[src/verilog/tmr_map.svh]
`ifndef TMR_MAP_SVH
`define TMR_MAP_SVH

// register offsets
`define TMR_REG_R2_HI 8'h04
`define TMR_REG_R2_LO 8'h05
`define TMR_REG_R3_HI 8'h06
`define TMR_REG_R3_LO 8'h07
`define TMR_REG_HOT_HI 8'h10
`define TMR_REG_HOT_LO 8'h11
`define TMR_REG_SEL 8'h12
`define TMR_REG_CTRL 8'h13
`define TMR_REG_IDEAL 8'h14
`define TMR_REG_REF_FIRST 8'h40
`define TMR_REG_REF_LAST 8'h47

// reset values
`define TMR_RST_TEMP 12'h000
`define TMR_RST_SEL 8'h0F
`define TMR_RST_CTRL 8'h10
`define TMR_RST_IDEAL 8'h18
`define TMR_RST_REF 8'h00
`define TMR_RST_BYTE 8'h00

// control bit positions
`define TMR_CTRL_STANDBY 7
`define TMR_CTRL_SOFT_RST 6
`define TMR_CTRL_TMO_DIS 5
`define TMR_CTRL_COMPARATOR 4
`define TMR_CTRL_FQ_HI 3
`define TMR_CTRL_FQ_LO 2
`define TMR_CTRL_WIDE 1
`define TMR_CTRL_SINGLE 0

// fault queue codes and depths
`define TMR_FQ_CODE_1 2'h0
`define TMR_FQ_CODE_2 2'h1
`define TMR_FQ_CODE_4 2'h2
`define TMR_FQ_DEPTH_1 3'h1
`define TMR_FQ_DEPTH_2 3'h2
`define TMR_FQ_DEPTH_4 3'h4
`define TMR_FQ_DEPTH_6 3'h6

// temperatures in sixteenths of a degree, 17-bit signed
`define TMR_MAX_NORM 17'h0_07FF
`define TMR_MAX_WIDE 17'h0_0BFF
`define TMR_MIN_TEMP 17'h1_F800

// bus framing and timing
`define TMR_BYTE_BITS 4'h8
`define TMR_FRAC_ZERO 4'h0
`define TMR_CLK_KHZ 32'h0000_61A8
`define TMR_TIMEOUT_MS 32'h0000_0019
`define TMR_TMO_BITS 20
`define TMR_SLAVE_ADDR 7'h1C

`endif

[src/verilog/tmr_pkg.sv]
`include "tmr_map.svh"

package tmr_pkg;

	typedef enum logic [3:0] {
		TMR_BUS_IDLE,
		TMR_BUS_ADDR,
		TMR_BUS_ADDR_ACK,
		TMR_BUS_CMD,
		TMR_BUS_CMD_ACK,
		TMR_BUS_WDATA,
		TMR_BUS_WDATA_ACK,
		TMR_BUS_RDATA,
		TMR_BUS_RDATA_ACK
	} tmr_bus_e;

	// raw readings, sixteenths of a degree, signed, no custom offset
	typedef struct packed {
		logic [3:0][15:0] temp;
	} tmr_meas_s;

	typedef struct packed {
		logic [3:0] select;
		logic [3:0][11:0] refs;
		logic wide;
	} tmr_hot_cfg_s;

	typedef struct packed {
		tmr_bus_e bus;
		logic [3:0] bit_cnt;
		logic [7:0] shift;
		logic [7:0] tx;
		logic [7:0] ptr;
		logic rw;
		logic mack;
		logic sda_out;
		logic sda_oe_n;
		logic [1:0] scl_sync;
		logic [1:0] sda_sync;
		logic scl_prev;
		logic sda_prev;
		logic [`TMR_TMO_BITS-1:0] tmo;
		logic [11:0] r2;
		logic [11:0] r3;
		logic [11:0] hot;
		logic [7:0] sel;
		logic [7:0] ctrl;
		logic [7:0] ideal;
		logic [7:0][7:0] refs;
		logic [2:0] fault_cnt;
		logic run;
	} tmr_state_s;

	function automatic logic [16:0] tmr_clamp(input logic [16:0] v,
		input logic wide);
		logic signed [16:0] hi;
		hi = wide ? $signed(`TMR_MAX_WIDE) : $signed(`TMR_MAX_NORM);
		if ($signed(v) > hi) begin
			return hi;
		end
		if ($signed(v) < $signed(`TMR_MIN_TEMP)) begin
			return `TMR_MIN_TEMP;
		end
		return v;
	endfunction

endpackage

[src/verilog/tmr_hottest.sv]
`timescale 1ns/1ns
`default_nettype none
`include "tmr_map.svh"

module tmr_hottest #(
	parameter int CHANNELS = 4
) (
	input wire tmr_pkg::tmr_meas_s meas,
	input wire tmr_pkg::tmr_hot_cfg_s cfg,
	output logic [11:0] hot,
	output logic hot_valid
);

	logic signed [16:0] best;
	logic signed [16:0] temp;
	logic signed [16:0] diff;
	logic [16:0] res;

	always_comb begin
		best = $signed(`TMR_MIN_TEMP);
		temp = '0;
		diff = '0;
		hot_valid = 1'b0;
		for (int i = 0; i < CHANNELS; i++) begin
			if (cfg.select[i]) begin
				temp = $signed(tmr_pkg::tmr_clamp({meas.temp[i][15],
					meas.temp[i]}, cfg.wide));
				// signed difference against the channel reference
				diff = temp - $signed({{5{cfg.refs[i][11]}},
					cfg.refs[i]});
				if (!hot_valid || diff > best) begin
					best = diff;
				end
				hot_valid = 1'b1;
			end
		end
		res = tmr_pkg::tmr_clamp(best, cfg.wide);
		hot = res[11:0];
	end

endmodule // tmr_hottest

`default_nettype wire

[src/verilog/tmr_top.sv]
// Functional notes
// - hottest result is the largest of each selected reading minus its own reference
// - select bit 1 includes a channel, 0 excludes; all four after reset
// - upper four select bits come out of reset as zero
// - standby bit 7 stops the converter; 0 lets it run
// - writing 1 to bit 6 restores power-on state; bit reads 0
// - bit 5 at 0 enables the bus timeout, 1 disables it
// - bit 4: 0 interrupt style, 1 comparator style (reset value)
// - bits 3:2 pick fault depth 1, 2, 4 or 6 conversions
// - bit 1 clamps reported temperatures to 127.9375 or 191.9375
// - bit 0 starts one conversion round and clears when it ends
// - a write setting bit 0 ignores all other written bits
// - single round only accepted while in standby
// - control register holds 10h after reset
// - result upper bytes are read-only, sign then 64 down to 1
// - result lower bytes hold halves to sixteenths, low nibble zero
// - all result bytes read 00h after reset until a conversion
// - ideality code register, read/write, 18h after reset
// - per-channel reference bytes at 40h-47h, read/write, reset zero
// - hottest result uses raw readings, never the custom offset
`timescale 1ns/1ns
`default_nettype none
`include "tmr_map.svh"

module tmr_top #(
	parameter logic [6:0] SLAVE_ADDR = `TMR_SLAVE_ADDR,
	parameter int TIMEOUT_CYCLES = `TMR_CLK_KHZ * `TMR_TIMEOUT_MS
) (
	input wire logic clk,
	input wire logic srst,
	input wire logic scl_in,
	input wire logic sda_in,
	output logic sda_out,
	output logic sda_oe_n,
	input wire logic conv_done,
	input wire tmr_pkg::tmr_meas_s meas,
	output logic converter_run,
	output logic single_conv_req,
	output logic timeout_disable,
	output logic comparator_mode,
	output logic [2:0] fault_threshold,
	output logic wide_span_select,
	output logic [7:0] ideality_code
);

	localparam logic [`TMR_TMO_BITS-1:0] TMO_LAST =
		`TMR_TMO_BITS'(TIMEOUT_CYCLES - 1);

	tmr_pkg::tmr_state_s s;
	tmr_pkg::tmr_state_s n;
	tmr_pkg::tmr_hot_cfg_s hot_cfg;
	logic [11:0] hot_w;
	logic hot_valid;
	logic scl;
	logic sda;
	logic start;
	logic stop;
	logic rise;
	logic fall;
	logic [16:0] clamped2;
	logic [16:0] clamped3;

	function automatic logic [7:0] temp_hi(input logic [11:0] t);
		return t[11:4];
	endfunction

	function automatic logic [7:0] temp_lo(input logic [11:0] t);
		return {t[3:0], `TMR_FRAC_ZERO};
	endfunction

	function automatic logic [7:0] reg_read(input tmr_pkg::tmr_state_s st,
		input logic [7:0] a);
		logic [7:0] d;
		d = `TMR_RST_BYTE;
		case (a)
			`TMR_REG_R2_HI: d = temp_hi(st.r2);
			`TMR_REG_R2_LO: d = temp_lo(st.r2);
			`TMR_REG_R3_HI: d = temp_hi(st.r3);
			`TMR_REG_R3_LO: d = temp_lo(st.r3);
			`TMR_REG_HOT_HI: d = temp_hi(st.hot);
			`TMR_REG_HOT_LO: d = temp_lo(st.hot);
			`TMR_REG_SEL: d = st.sel;
			`TMR_REG_CTRL: d = st.ctrl;
			`TMR_REG_IDEAL: d = st.ideal;
			default: begin
				if (a >= `TMR_REG_REF_FIRST && a <= `TMR_REG_REF_LAST) begin
					d = st.refs[3'(a - `TMR_REG_REF_FIRST)];
				end
			end
		endcase
		return d;
	endfunction

	// register half of the state back to power-on values
	function automatic tmr_pkg::tmr_state_s reg_defaults(
		input tmr_pkg::tmr_state_s st);
		tmr_pkg::tmr_state_s r;
		r = st;
		r.r2 = `TMR_RST_TEMP;
		r.r3 = `TMR_RST_TEMP;
		r.hot = `TMR_RST_TEMP;
		r.sel = `TMR_RST_SEL;
		r.ctrl = `TMR_RST_CTRL;
		r.ideal = `TMR_RST_IDEAL;
		r.refs = {8{`TMR_RST_REF}};
		return r;
	endfunction

	function automatic tmr_pkg::tmr_state_s reg_write(
		input tmr_pkg::tmr_state_s st, input logic [7:0] a,
		input logic [7:0] d);
		tmr_pkg::tmr_state_s r;
		r = st;
		case (a)
			`TMR_REG_SEL: r.sel = d;
			`TMR_REG_IDEAL: r.ideal = d;
			`TMR_REG_CTRL: begin
				if (d[`TMR_CTRL_SINGLE]) begin
					if (st.ctrl[`TMR_CTRL_STANDBY]) begin
						r.ctrl[`TMR_CTRL_SINGLE] = 1'b1;
					end
				end else if (d[`TMR_CTRL_SOFT_RST]) begin
					r = reg_defaults(st);
				end else begin
					// a pending round survives a plain write
					r.ctrl = {d[7:1], st.ctrl[`TMR_CTRL_SINGLE]};
				end
			end
			default: begin
				if (a >= `TMR_REG_REF_FIRST && a <= `TMR_REG_REF_LAST) begin
					r.refs[3'(a - `TMR_REG_REF_FIRST)] = d;
				end
			end
		endcase
		return r;
	endfunction

	always_comb begin
		for (int i = 0; i < 4; i++) begin
			hot_cfg.refs[i] = {s.refs[2 * i], s.refs[2 * i + 1][7:4]};
		end
		hot_cfg.select = s.sel[3:0];
		hot_cfg.wide = s.ctrl[`TMR_CTRL_WIDE];
	end

	// raw readings feed the max search, so any offset stays out of it
	tmr_hottest #(
		.CHANNELS(4)
	) u_hottest (
		.meas(meas),
		.cfg(hot_cfg),
		.hot(hot_w),
		.hot_valid(hot_valid)
	);

	always_comb begin
		n = s;
		n.scl_sync = {s.scl_sync[0], scl_in};
		n.sda_sync = {s.sda_sync[0], sda_in};
		n.scl_prev = s.scl_sync[1];
		n.sda_prev = s.sda_sync[1];
		scl = s.scl_sync[1];
		sda = s.sda_sync[1];
		start = scl && s.scl_prev && s.sda_prev && !sda;
		stop = scl && s.scl_prev && !s.sda_prev && sda;
		rise = scl && !s.scl_prev;
		fall = !scl && s.scl_prev;
		clamped2 = tmr_pkg::tmr_clamp({meas.temp[2][15], meas.temp[2]},
			s.ctrl[`TMR_CTRL_WIDE]);
		clamped3 = tmr_pkg::tmr_clamp({meas.temp[3][15], meas.temp[3]},
			s.ctrl[`TMR_CTRL_WIDE]);

		// round results first, so a same-cycle host write wins
		if (conv_done) begin
			n.r2 = clamped2[11:0];
			n.r3 = clamped3[11:0];
			if (hot_valid) begin
				n.hot = hot_w;
			end
			n.ctrl[`TMR_CTRL_SINGLE] = 1'b0;
		end

		// scl held low too long drops the transfer
		if (s.bus == tmr_pkg::TMR_BUS_IDLE || scl ||
			s.ctrl[`TMR_CTRL_TMO_DIS]) begin
			n.tmo = '0;
		end else begin
			n.tmo = s.tmo + 1'b1;
		end

		if (start) begin
			n.bus = tmr_pkg::TMR_BUS_ADDR;
			n.bit_cnt = '0;
			n.sda_oe_n = 1'b1;
		end else if (stop || s.tmo == TMO_LAST) begin
			n.bus = tmr_pkg::TMR_BUS_IDLE;
			n.sda_oe_n = 1'b1;
			n.tmo = '0;
		end else if (rise) begin
			case (s.bus)
				tmr_pkg::TMR_BUS_ADDR, tmr_pkg::TMR_BUS_CMD,
				tmr_pkg::TMR_BUS_WDATA: begin
					n.shift = {s.shift[6:0], sda};
					n.bit_cnt = s.bit_cnt + 1'b1;
				end
				tmr_pkg::TMR_BUS_RDATA: n.bit_cnt = s.bit_cnt + 1'b1;
				tmr_pkg::TMR_BUS_RDATA_ACK: n.mack = !sda;
				default: n.bit_cnt = s.bit_cnt;
			endcase
		end else if (fall) begin
			case (s.bus)
				tmr_pkg::TMR_BUS_ADDR: begin
					if (s.bit_cnt == `TMR_BYTE_BITS) begin
						if (s.shift[7:1] == SLAVE_ADDR) begin
							n.sda_oe_n = 1'b0;
							n.rw = s.shift[0];
							n.bus = tmr_pkg::TMR_BUS_ADDR_ACK;
						end else begin
							n.bus = tmr_pkg::TMR_BUS_IDLE;
						end
					end
				end
				tmr_pkg::TMR_BUS_ADDR_ACK: begin
					n.bit_cnt = '0;
					if (s.rw) begin
						n.tx = reg_read(s, s.ptr);
						n.sda_oe_n = n.tx[7];
						n.tx = {n.tx[6:0], 1'b0};
						n.bus = tmr_pkg::TMR_BUS_RDATA;
					end else begin
						n.sda_oe_n = 1'b1;
						n.bus = tmr_pkg::TMR_BUS_CMD;
					end
				end
				tmr_pkg::TMR_BUS_CMD: begin
					if (s.bit_cnt == `TMR_BYTE_BITS) begin
						n.ptr = s.shift;
						n.sda_oe_n = 1'b0;
						n.bus = tmr_pkg::TMR_BUS_CMD_ACK;
					end
				end
				tmr_pkg::TMR_BUS_CMD_ACK, tmr_pkg::TMR_BUS_WDATA_ACK: begin
					n.sda_oe_n = 1'b1;
					n.bit_cnt = '0;
					n.bus = tmr_pkg::TMR_BUS_WDATA;
				end
				tmr_pkg::TMR_BUS_WDATA: begin
					if (s.bit_cnt == `TMR_BYTE_BITS) begin
						n = reg_write(n, s.ptr, s.shift);
						n.sda_oe_n = 1'b0;
						n.bus = tmr_pkg::TMR_BUS_WDATA_ACK;
					end
				end
				tmr_pkg::TMR_BUS_RDATA: begin
					if (s.bit_cnt == `TMR_BYTE_BITS) begin
						n.sda_oe_n = 1'b1;
						n.bus = tmr_pkg::TMR_BUS_RDATA_ACK;
					end else begin
						n.sda_oe_n = s.tx[7];
						n.tx = {s.tx[6:0], 1'b0};
					end
				end
				tmr_pkg::TMR_BUS_RDATA_ACK: begin
					n.bit_cnt = '0;
					if (s.mack) begin
						// repeat reads stay on the same pointer
						n.tx = reg_read(s, s.ptr);
						n.sda_oe_n = n.tx[7];
						n.tx = {n.tx[6:0], 1'b0};
						n.bus = tmr_pkg::TMR_BUS_RDATA;
					end else begin
						n.bus = tmr_pkg::TMR_BUS_IDLE;
					end
				end
				default: n.sda_oe_n = 1'b1;
			endcase
		end

		// outputs as flops, taken from the next control value
		n.run = !n.ctrl[`TMR_CTRL_STANDBY];
		case (n.ctrl[`TMR_CTRL_FQ_HI:`TMR_CTRL_FQ_LO])
			`TMR_FQ_CODE_1: n.fault_cnt = `TMR_FQ_DEPTH_1;
			`TMR_FQ_CODE_2: n.fault_cnt = `TMR_FQ_DEPTH_2;
			`TMR_FQ_CODE_4: n.fault_cnt = `TMR_FQ_DEPTH_4;
			default: n.fault_cnt = `TMR_FQ_DEPTH_6;
		endcase
		n.sda_out = 1'b0;

		if (srst) begin
			n = reg_defaults(n);
			n.bus = tmr_pkg::TMR_BUS_IDLE;
			n.bit_cnt = '0;
			n.shift = '0;
			n.tx = '0;
			n.ptr = '0;
			n.rw = 1'b0;
			n.mack = 1'b0;
			n.sda_oe_n = 1'b1;
			n.scl_sync = 2'h3;
			n.sda_sync = 2'h3;
			n.scl_prev = 1'b1;
			n.sda_prev = 1'b1;
			n.tmo = '0;
			n.run = 1'b1;
			n.fault_cnt = `TMR_FQ_DEPTH_1;
		end
	end

	always_ff @(posedge clk) begin
		s <= n;
	end

	assign sda_out = s.sda_out;
	assign sda_oe_n = s.sda_oe_n;
	assign converter_run = s.run;
	assign single_conv_req = s.ctrl[`TMR_CTRL_SINGLE];
	assign timeout_disable = s.ctrl[`TMR_CTRL_TMO_DIS];
	assign comparator_mode = s.ctrl[`TMR_CTRL_COMPARATOR];
	assign fault_threshold = s.fault_cnt;
	assign wide_span_select = s.ctrl[`TMR_CTRL_WIDE];
	assign ideality_code = s.ideal;

endmodule // tmr_top

`default_nettype wire

[config.mk]
export PLATFORM = sky130hd
export DESIGN_NAME = tmr_top
export DESIGN_NICKNAME = d
export VERILOG_FILES = /design/src/verilog/tmr_pkg.sv /design/src/verilog/tmr_hottest.sv /design/src/verilog/tmr_top.sv
export VERILOG_INCLUDE_DIRS = /design/src /design/src/verilog
export SDC_FILE = /design/constraint.sdc
export NUM_CORES = 1
export LEC_CHECK = 0
export BUFFER_PORTS_ARGS = -buffer_cell sky130_fd_sc_hd__buf_2
export CORE_MARGIN = 5
export CORE_UTILIZATION = 63
export CTS_BUF_LIST = sky130_fd_sc_hd__clkbuf_16
export DETAILED_ROUTE_END_ITERATION = 10
export MAX_ROUTING_LAYER = met4
export PLACE_DENSITY = 0.84
export SLEW_MARGIN = 30
export SYNTH_ARGS = -nofsm -noshare
export SYNTH_HDL_FRONTEND = slang
export SYNTH_SLANG_ARGS = --single-unit
[constraint.sdc]
create_clock -name clk -period 15.9 [get_ports clk]
set_input_delay 3.975 -clock clk [delete_from_list [all_inputs] [get_ports clk]]
set_output_delay 3.975 -clock clk [all_outputs]
set_load 0.01 [all_outputs]
==> results.toml <==
[place]
count_of_buffers_from_port_buffering = 85
place.gp.congestion = 1.01
detailedPlacementHpwl_um = 37400
post_dp_cell_area_sq_mm = 0.0155
place_worst_setup_slack_ps = 507

[global_route]
first_global_vias = 13824
antenna_found_initial = 2
grt_max_degree = 63
grt.total_usage_pct = 36.5
first_pass_grt_wire_length_um = 76000
grt_overflow_total = 0

[power]
static-leakage-power_nw = 6.26
cellPowerDensity_mw_per_mm2 = 114
peakVddDrop_uv = 105

[die]
initial_core_util_pct = 64.1
pin_count = 87
die_width_um = 165
die_extent_in_y_um = 165
placementRows = 56
fp.dieArea_sq_mm = 0.0272
fp.coreArea_sq_mm = 0.0235

[critical_path]
setup.worst_path.end_class = "flop"
worst-endpoint-arrival_ps = 15260
crit_path_top_delay_cell = "sky130_fd_sc_hd__a211oi_1"
crit_path_max_incr_delay_ps = 490
crit_path_frequent_cell = "sky130_fd_sc_hd__ha_1"
timing.rr.start = "wide_span_select"
reg2reg_slack_ps = 3840
cp_data_required_time_ps = 16160
reg_to_reg_critical_path_endpoint = "s[95]"
worst_reg2reg_path_depth = 50
crit_path_max_fanout = 21
worstSetupStartpointType = "input pin"
worst-setup-path-type = "input pin to flop"

[routing]
initialDrtViolationCount = 1842
detail-route-antenna-nets = 0
route.final.wire_length_um = 48400
dr.pass1.iters = 6
viasPerCell = 6.56
drc = 0
num_vias = 15009
detail_route.wl_per_cell_um = 21.1

[yosys]
synth_seq_area_share_pct = 24.7
synth_warnings = 0
postSynthNetCount = 2147
avgSynthCellArea_sq_um = 7.79
synth_area_sq_mm = 0.0151
ys_seq_elements = 186
synth.lib_cells_used.distinct = 102
postSynth.asyncResetShare_pct = 0
syn_inst = 1938
synth_enable_flop_cells = 0
synthFlopType = "sky130_fd_sc_hd__dfxtp_1"

[clock_network]
clock-sinks = 186
clk-insertion-delay-late_ps = 440
clk_transition_reported_paths_ps = 80
max_root_sink_buffers = 2
post_cts_hold_buffer_count = 0
post-cts-setup-buffers = 0
cts_made_buffers = 17
htreeDepth = 4
root_buffer = "sky130_fd_sc_hd__clkbuf_16"
cts_tree = "built"

[timing]
slew_headroom_pct = 32.7
worst_clock_skew_ps = 14.8
final-max-slew-violation-count = 0
transition_time_of_the_tightest_slew_check_pin_ps = 1000
period_utilisation_layout_pct = 94.3
hold_viol_final = 0
timing.fmax_ghz = 0.0667
setup-violations-final = 0
setup_repair_after_global_routing_missed_its_margin = "false"
fin_ws_ps = 904
setup_total_negative_slack_ps = 0
period_minus_slack_ps = 15000

[run]
cap_viol_max_count = 0

[hold_path]
hp-class = "flop to flop"
hp-start = "s[150]"
end_point_of_the_most_critical_hold_path = "s[151]"
min_path_cells = 1

[finish]
final_util_pct = 68.7
growth_of_design_area_from_synthesis_to_finish_pct = 7.18
layout-drive-gt1-share_pct = 11.3
fin_area_sq_mm = 0.0162
finalNetCount = 2163

[outcome]
run_status = "completed"
==> cells in the final DEF (no fill, tap or decap), types with 6 or more instances in the layout <==
cell type,count
sky130_fd_sc_hd__nor2_1,284
sky130_fd_sc_hd__dfxtp_1,186
sky130_fd_sc_hd__inv_1,139
sky130_fd_sc_hd__a21oi_1,138
sky130_fd_sc_hd__nand2_1,136
sky130_fd_sc_hd__ha_1,136
sky130_fd_sc_hd__o21ai_0,89
sky130_fd_sc_hd__buf_2,84
sky130_fd_sc_hd__a22oi_1,65
sky130_fd_sc_hd__nand3_1,47
sky130_fd_sc_hd__a211oi_1,41
sky130_fd_sc_hd__nor3_1,39
sky130_fd_sc_hd__mux2i_1,38
sky130_fd_sc_hd__xnor2_1,35
sky130_fd_sc_hd__nand4_1,30
sky130_fd_sc_hd__o21a_1,30
sky130_fd_sc_hd__nand2b_1,28
sky130_fd_sc_hd__xor2_1,25
sky130_fd_sc_hd__a21o_1,24
sky130_fd_sc_hd__and3_1,21
sky130_fd_sc_hd__nor2b_1,19
sky130_fd_sc_hd__clkbuf_16,17
sky130_fd_sc_hd__a31oi_1,16
sky130_fd_sc_hd__mux4_2,16
sky130_fd_sc_hd__buf_4,16
sky130_fd_sc_hd__o211ai_1,15
sky130_fd_sc_hd__or2_2,13
sky130_fd_sc_hd__nor4_1,12
sky130_fd_sc_hd__o31a_1,9
sky130_fd_sc_hd__o221ai_1,8
sky130_fd_sc_hd__and2_1,8
sky130_fd_sc_hd__a211o_1,7
sky130_fd_sc_hd__a21boi_0,7
sky130_fd_sc_hd__nand3b_1,7
sky130_fd_sc_hd__o31ai_1,7
sky130_fd_sc_hd__o21ai_1,7
sky130_fd_sc_hd__mux2_2,7
sky130_fd_sc_hd__and4_1,6
sky130_fd_sc_hd__a221oi_1,6
==> power breakdown <==
group          switching [mW]  internal [mW]
Combinational           0.534          0.336
Clock                   0.221          0.245
Sequential             0.0162          0.485
==> timing repair <==
action	in CTS	in global routing
endpoints found under the hold margin	0	0
endpoints found under the setup margin	0	12
gates resized for setup	0	2
==> cell usage after synthesis (6+ instances only) <==
| library cell | instances | area share (%) |
|---|---|---|
| sky130_fd_sc_hd__ha_1 | 136 | 11 |
| sky130_fd_sc_hd__a21boi_0 | 7 | 0.35 |
| sky130_fd_sc_hd__clkbuf_1 | 70 | 1.7 |
| sky130_fd_sc_hd__nand4_1 | 30 | 1.2 |
| sky130_fd_sc_hd__a21o_1 | 24 | 1.2 |
| sky130_fd_sc_hd__mux2i_1 | 38 | 2.5 |
| sky130_fd_sc_hd__a22oi_1 | 65 | 3.2 |
| sky130_fd_sc_hd__nand3b_1 | 7 | 0.35 |
| sky130_fd_sc_hd__o211ai_1 | 15 | 0.75 |
| sky130_fd_sc_hd__a211o_1 | 7 | 0.41 |
| sky130_fd_sc_hd__a31oi_1 | 16 | 0.66 |
| sky130_fd_sc_hd__or2_2 | 13 | 0.54 |
| sky130_fd_sc_hd__o21a_1 | 30 | 1.5 |
| sky130_fd_sc_hd__o221ai_1 | 8 | 0.46 |
| sky130_fd_sc_hd__and4_1 | 6 | 0.35 |
| sky130_fd_sc_hd__nor4_1 | 12 | 0.50 |
| sky130_fd_sc_hd__nor3_1 | 39 | 1.3 |
| sky130_fd_sc_hd__and2_1 | 8 | 0.33 |
| sky130_fd_sc_hd__o31ai_1 | 8 | 0.40 |
| sky130_fd_sc_hd__inv_1 | 139 | 3.5 |
| sky130_fd_sc_hd__nand3_1 | 47 | 1.6 |
| sky130_fd_sc_hd__nor2b_1 | 19 | 0.79 |
| sky130_fd_sc_hd__nand2_1 | 136 | 3.4 |
| sky130_fd_sc_hd__xnor2_1 | 35 | 2.0 |
| sky130_fd_sc_hd__o21ai_1 | 7 | 0.23 |
| sky130_fd_sc_hd__a21oi_1 | 140 | 4.6 |
| sky130_fd_sc_hd__o21ai_0 | 89 | 3.0 |
| sky130_fd_sc_hd__and3_1 | 21 | 0.87 |
| sky130_fd_sc_hd__nand2b_1 | 29 | 1.2 |
| sky130_fd_sc_hd__nor2_1 | 285 | 7.1 |
| sky130_fd_sc_hd__a211oi_1 | 41 | 2.0 |
| sky130_fd_sc_hd__mux2_2 | 7 | 0.52 |
| sky130_fd_sc_hd__xor2_1 | 25 | 1.5 |
| sky130_fd_sc_hd__buf_4 | 13 | 0.65 |
| sky130_fd_sc_hd__o31a_1 | 9 | 0.52 |
| sky130_fd_sc_hd__clkbuf_8 | 8 | 0.73 |
| sky130_fd_sc_hd__mux4_2 | 16 | 2.4 |
| sky130_fd_sc_hd__dfxtp_1 | 186 | 25 |
| sky130_fd_sc_hd__a221oi_1 | 6 | 0.35 |
==> critical path, delay by kind of cell <==
kind            cells  cell delay (ps)
mux                 1              210
simple gates       16             2890
compound gates     20             5160
buf+inv             5              700
xor+xnor            1              340
fa+ha+maj           7             1960
==> worst max path at each step <==
| stage | start | endpoint | slack, ps | cells past startpoint |
|---|---|---|---|---|
| after detailed placement | meas[11] | s[95] | 510 | 49 |
| after global placement | meas[11] | s[95] | 870 | 48 |
| after global routing | meas[11] | s[100] | 80 | 50 |
| after CTS | meas[11] | s[95] | 920 | 49 |
| final | meas[11] | s[95] | 900 | 50 |
| after floorplan | meas[11] | s[100] | 1240 | 51 |
==> flip-flops by register name, summed over array words and instances, names as in the netlist <==
| signal | count |
|---|---|
| converter_run | 1 |
| fault_threshold | 2 |
| hot_cfg | 52 |
| wide_span_select | 1 |
| s | 118 |
| comparator_mode | 1 |
| single_conv_req | 1 |
| ideality_code | 8 |
| timeout_disable | 1 |
| sda_oe_n | 1 |
==> per-stage QoR <==
stage                     hold slack [ps]  std cells  total power [mW]
after floorplan                       389       1938              1.19
after CTS                             422       2286              1.81
after global routing                  434       2288              1.94
final                                 418       2288              1.84
after detailed placement              401       2254              1.35
after global placement                396       2254              1.35
==> routing by layer <==
layer  global-route usage (%)  share of wire, %
met3                     5.57               9.4
met4                     14.0               4.2
met1                     49.0                42
met5                        -                 0
met2                     55.8                45
==> layout make-up <==
| class | count | area [sq um] |
|---|---|---|
| timing repair buffer | 100 | 541 |
| fill | 1993 | 7370 |
| clock buffer | 17 | 425 |
| multi-input combinational | 1510 | 10300 |
| tap | 319 | 399 |
| clock inverter | 15 | 219 |
| antenna | 2 | 5.00 |
| sequential | 186 | 3720 |
| inverter | 139 | 522 |
==> logic make-up (layout without fill, tap and decap cells) <==
| kind of cell | after synthesis | in the layout | share of synthesized area [%] |
|---|---|---|---|
| multiplexers | 62 | 62 | 5.53 |
| other | 1 | 3 | 0.0248 |
| XOR/XNOR | 60 | 60 | 3.48 |
| buffers and inverters | 242 | 271 | 7.08 |
| adder cells (fa/ha/maj) | 140 | 140 | 11.8 |
| AND/OR/NAND/NOR | 682 | 682 | 21.2 |
| flip-flops | 186 | 186 | 24.7 |
| AO/OA/AOI/OAI | 565 | 565 | 26.2 |
(Power assumes the default switching activity.)
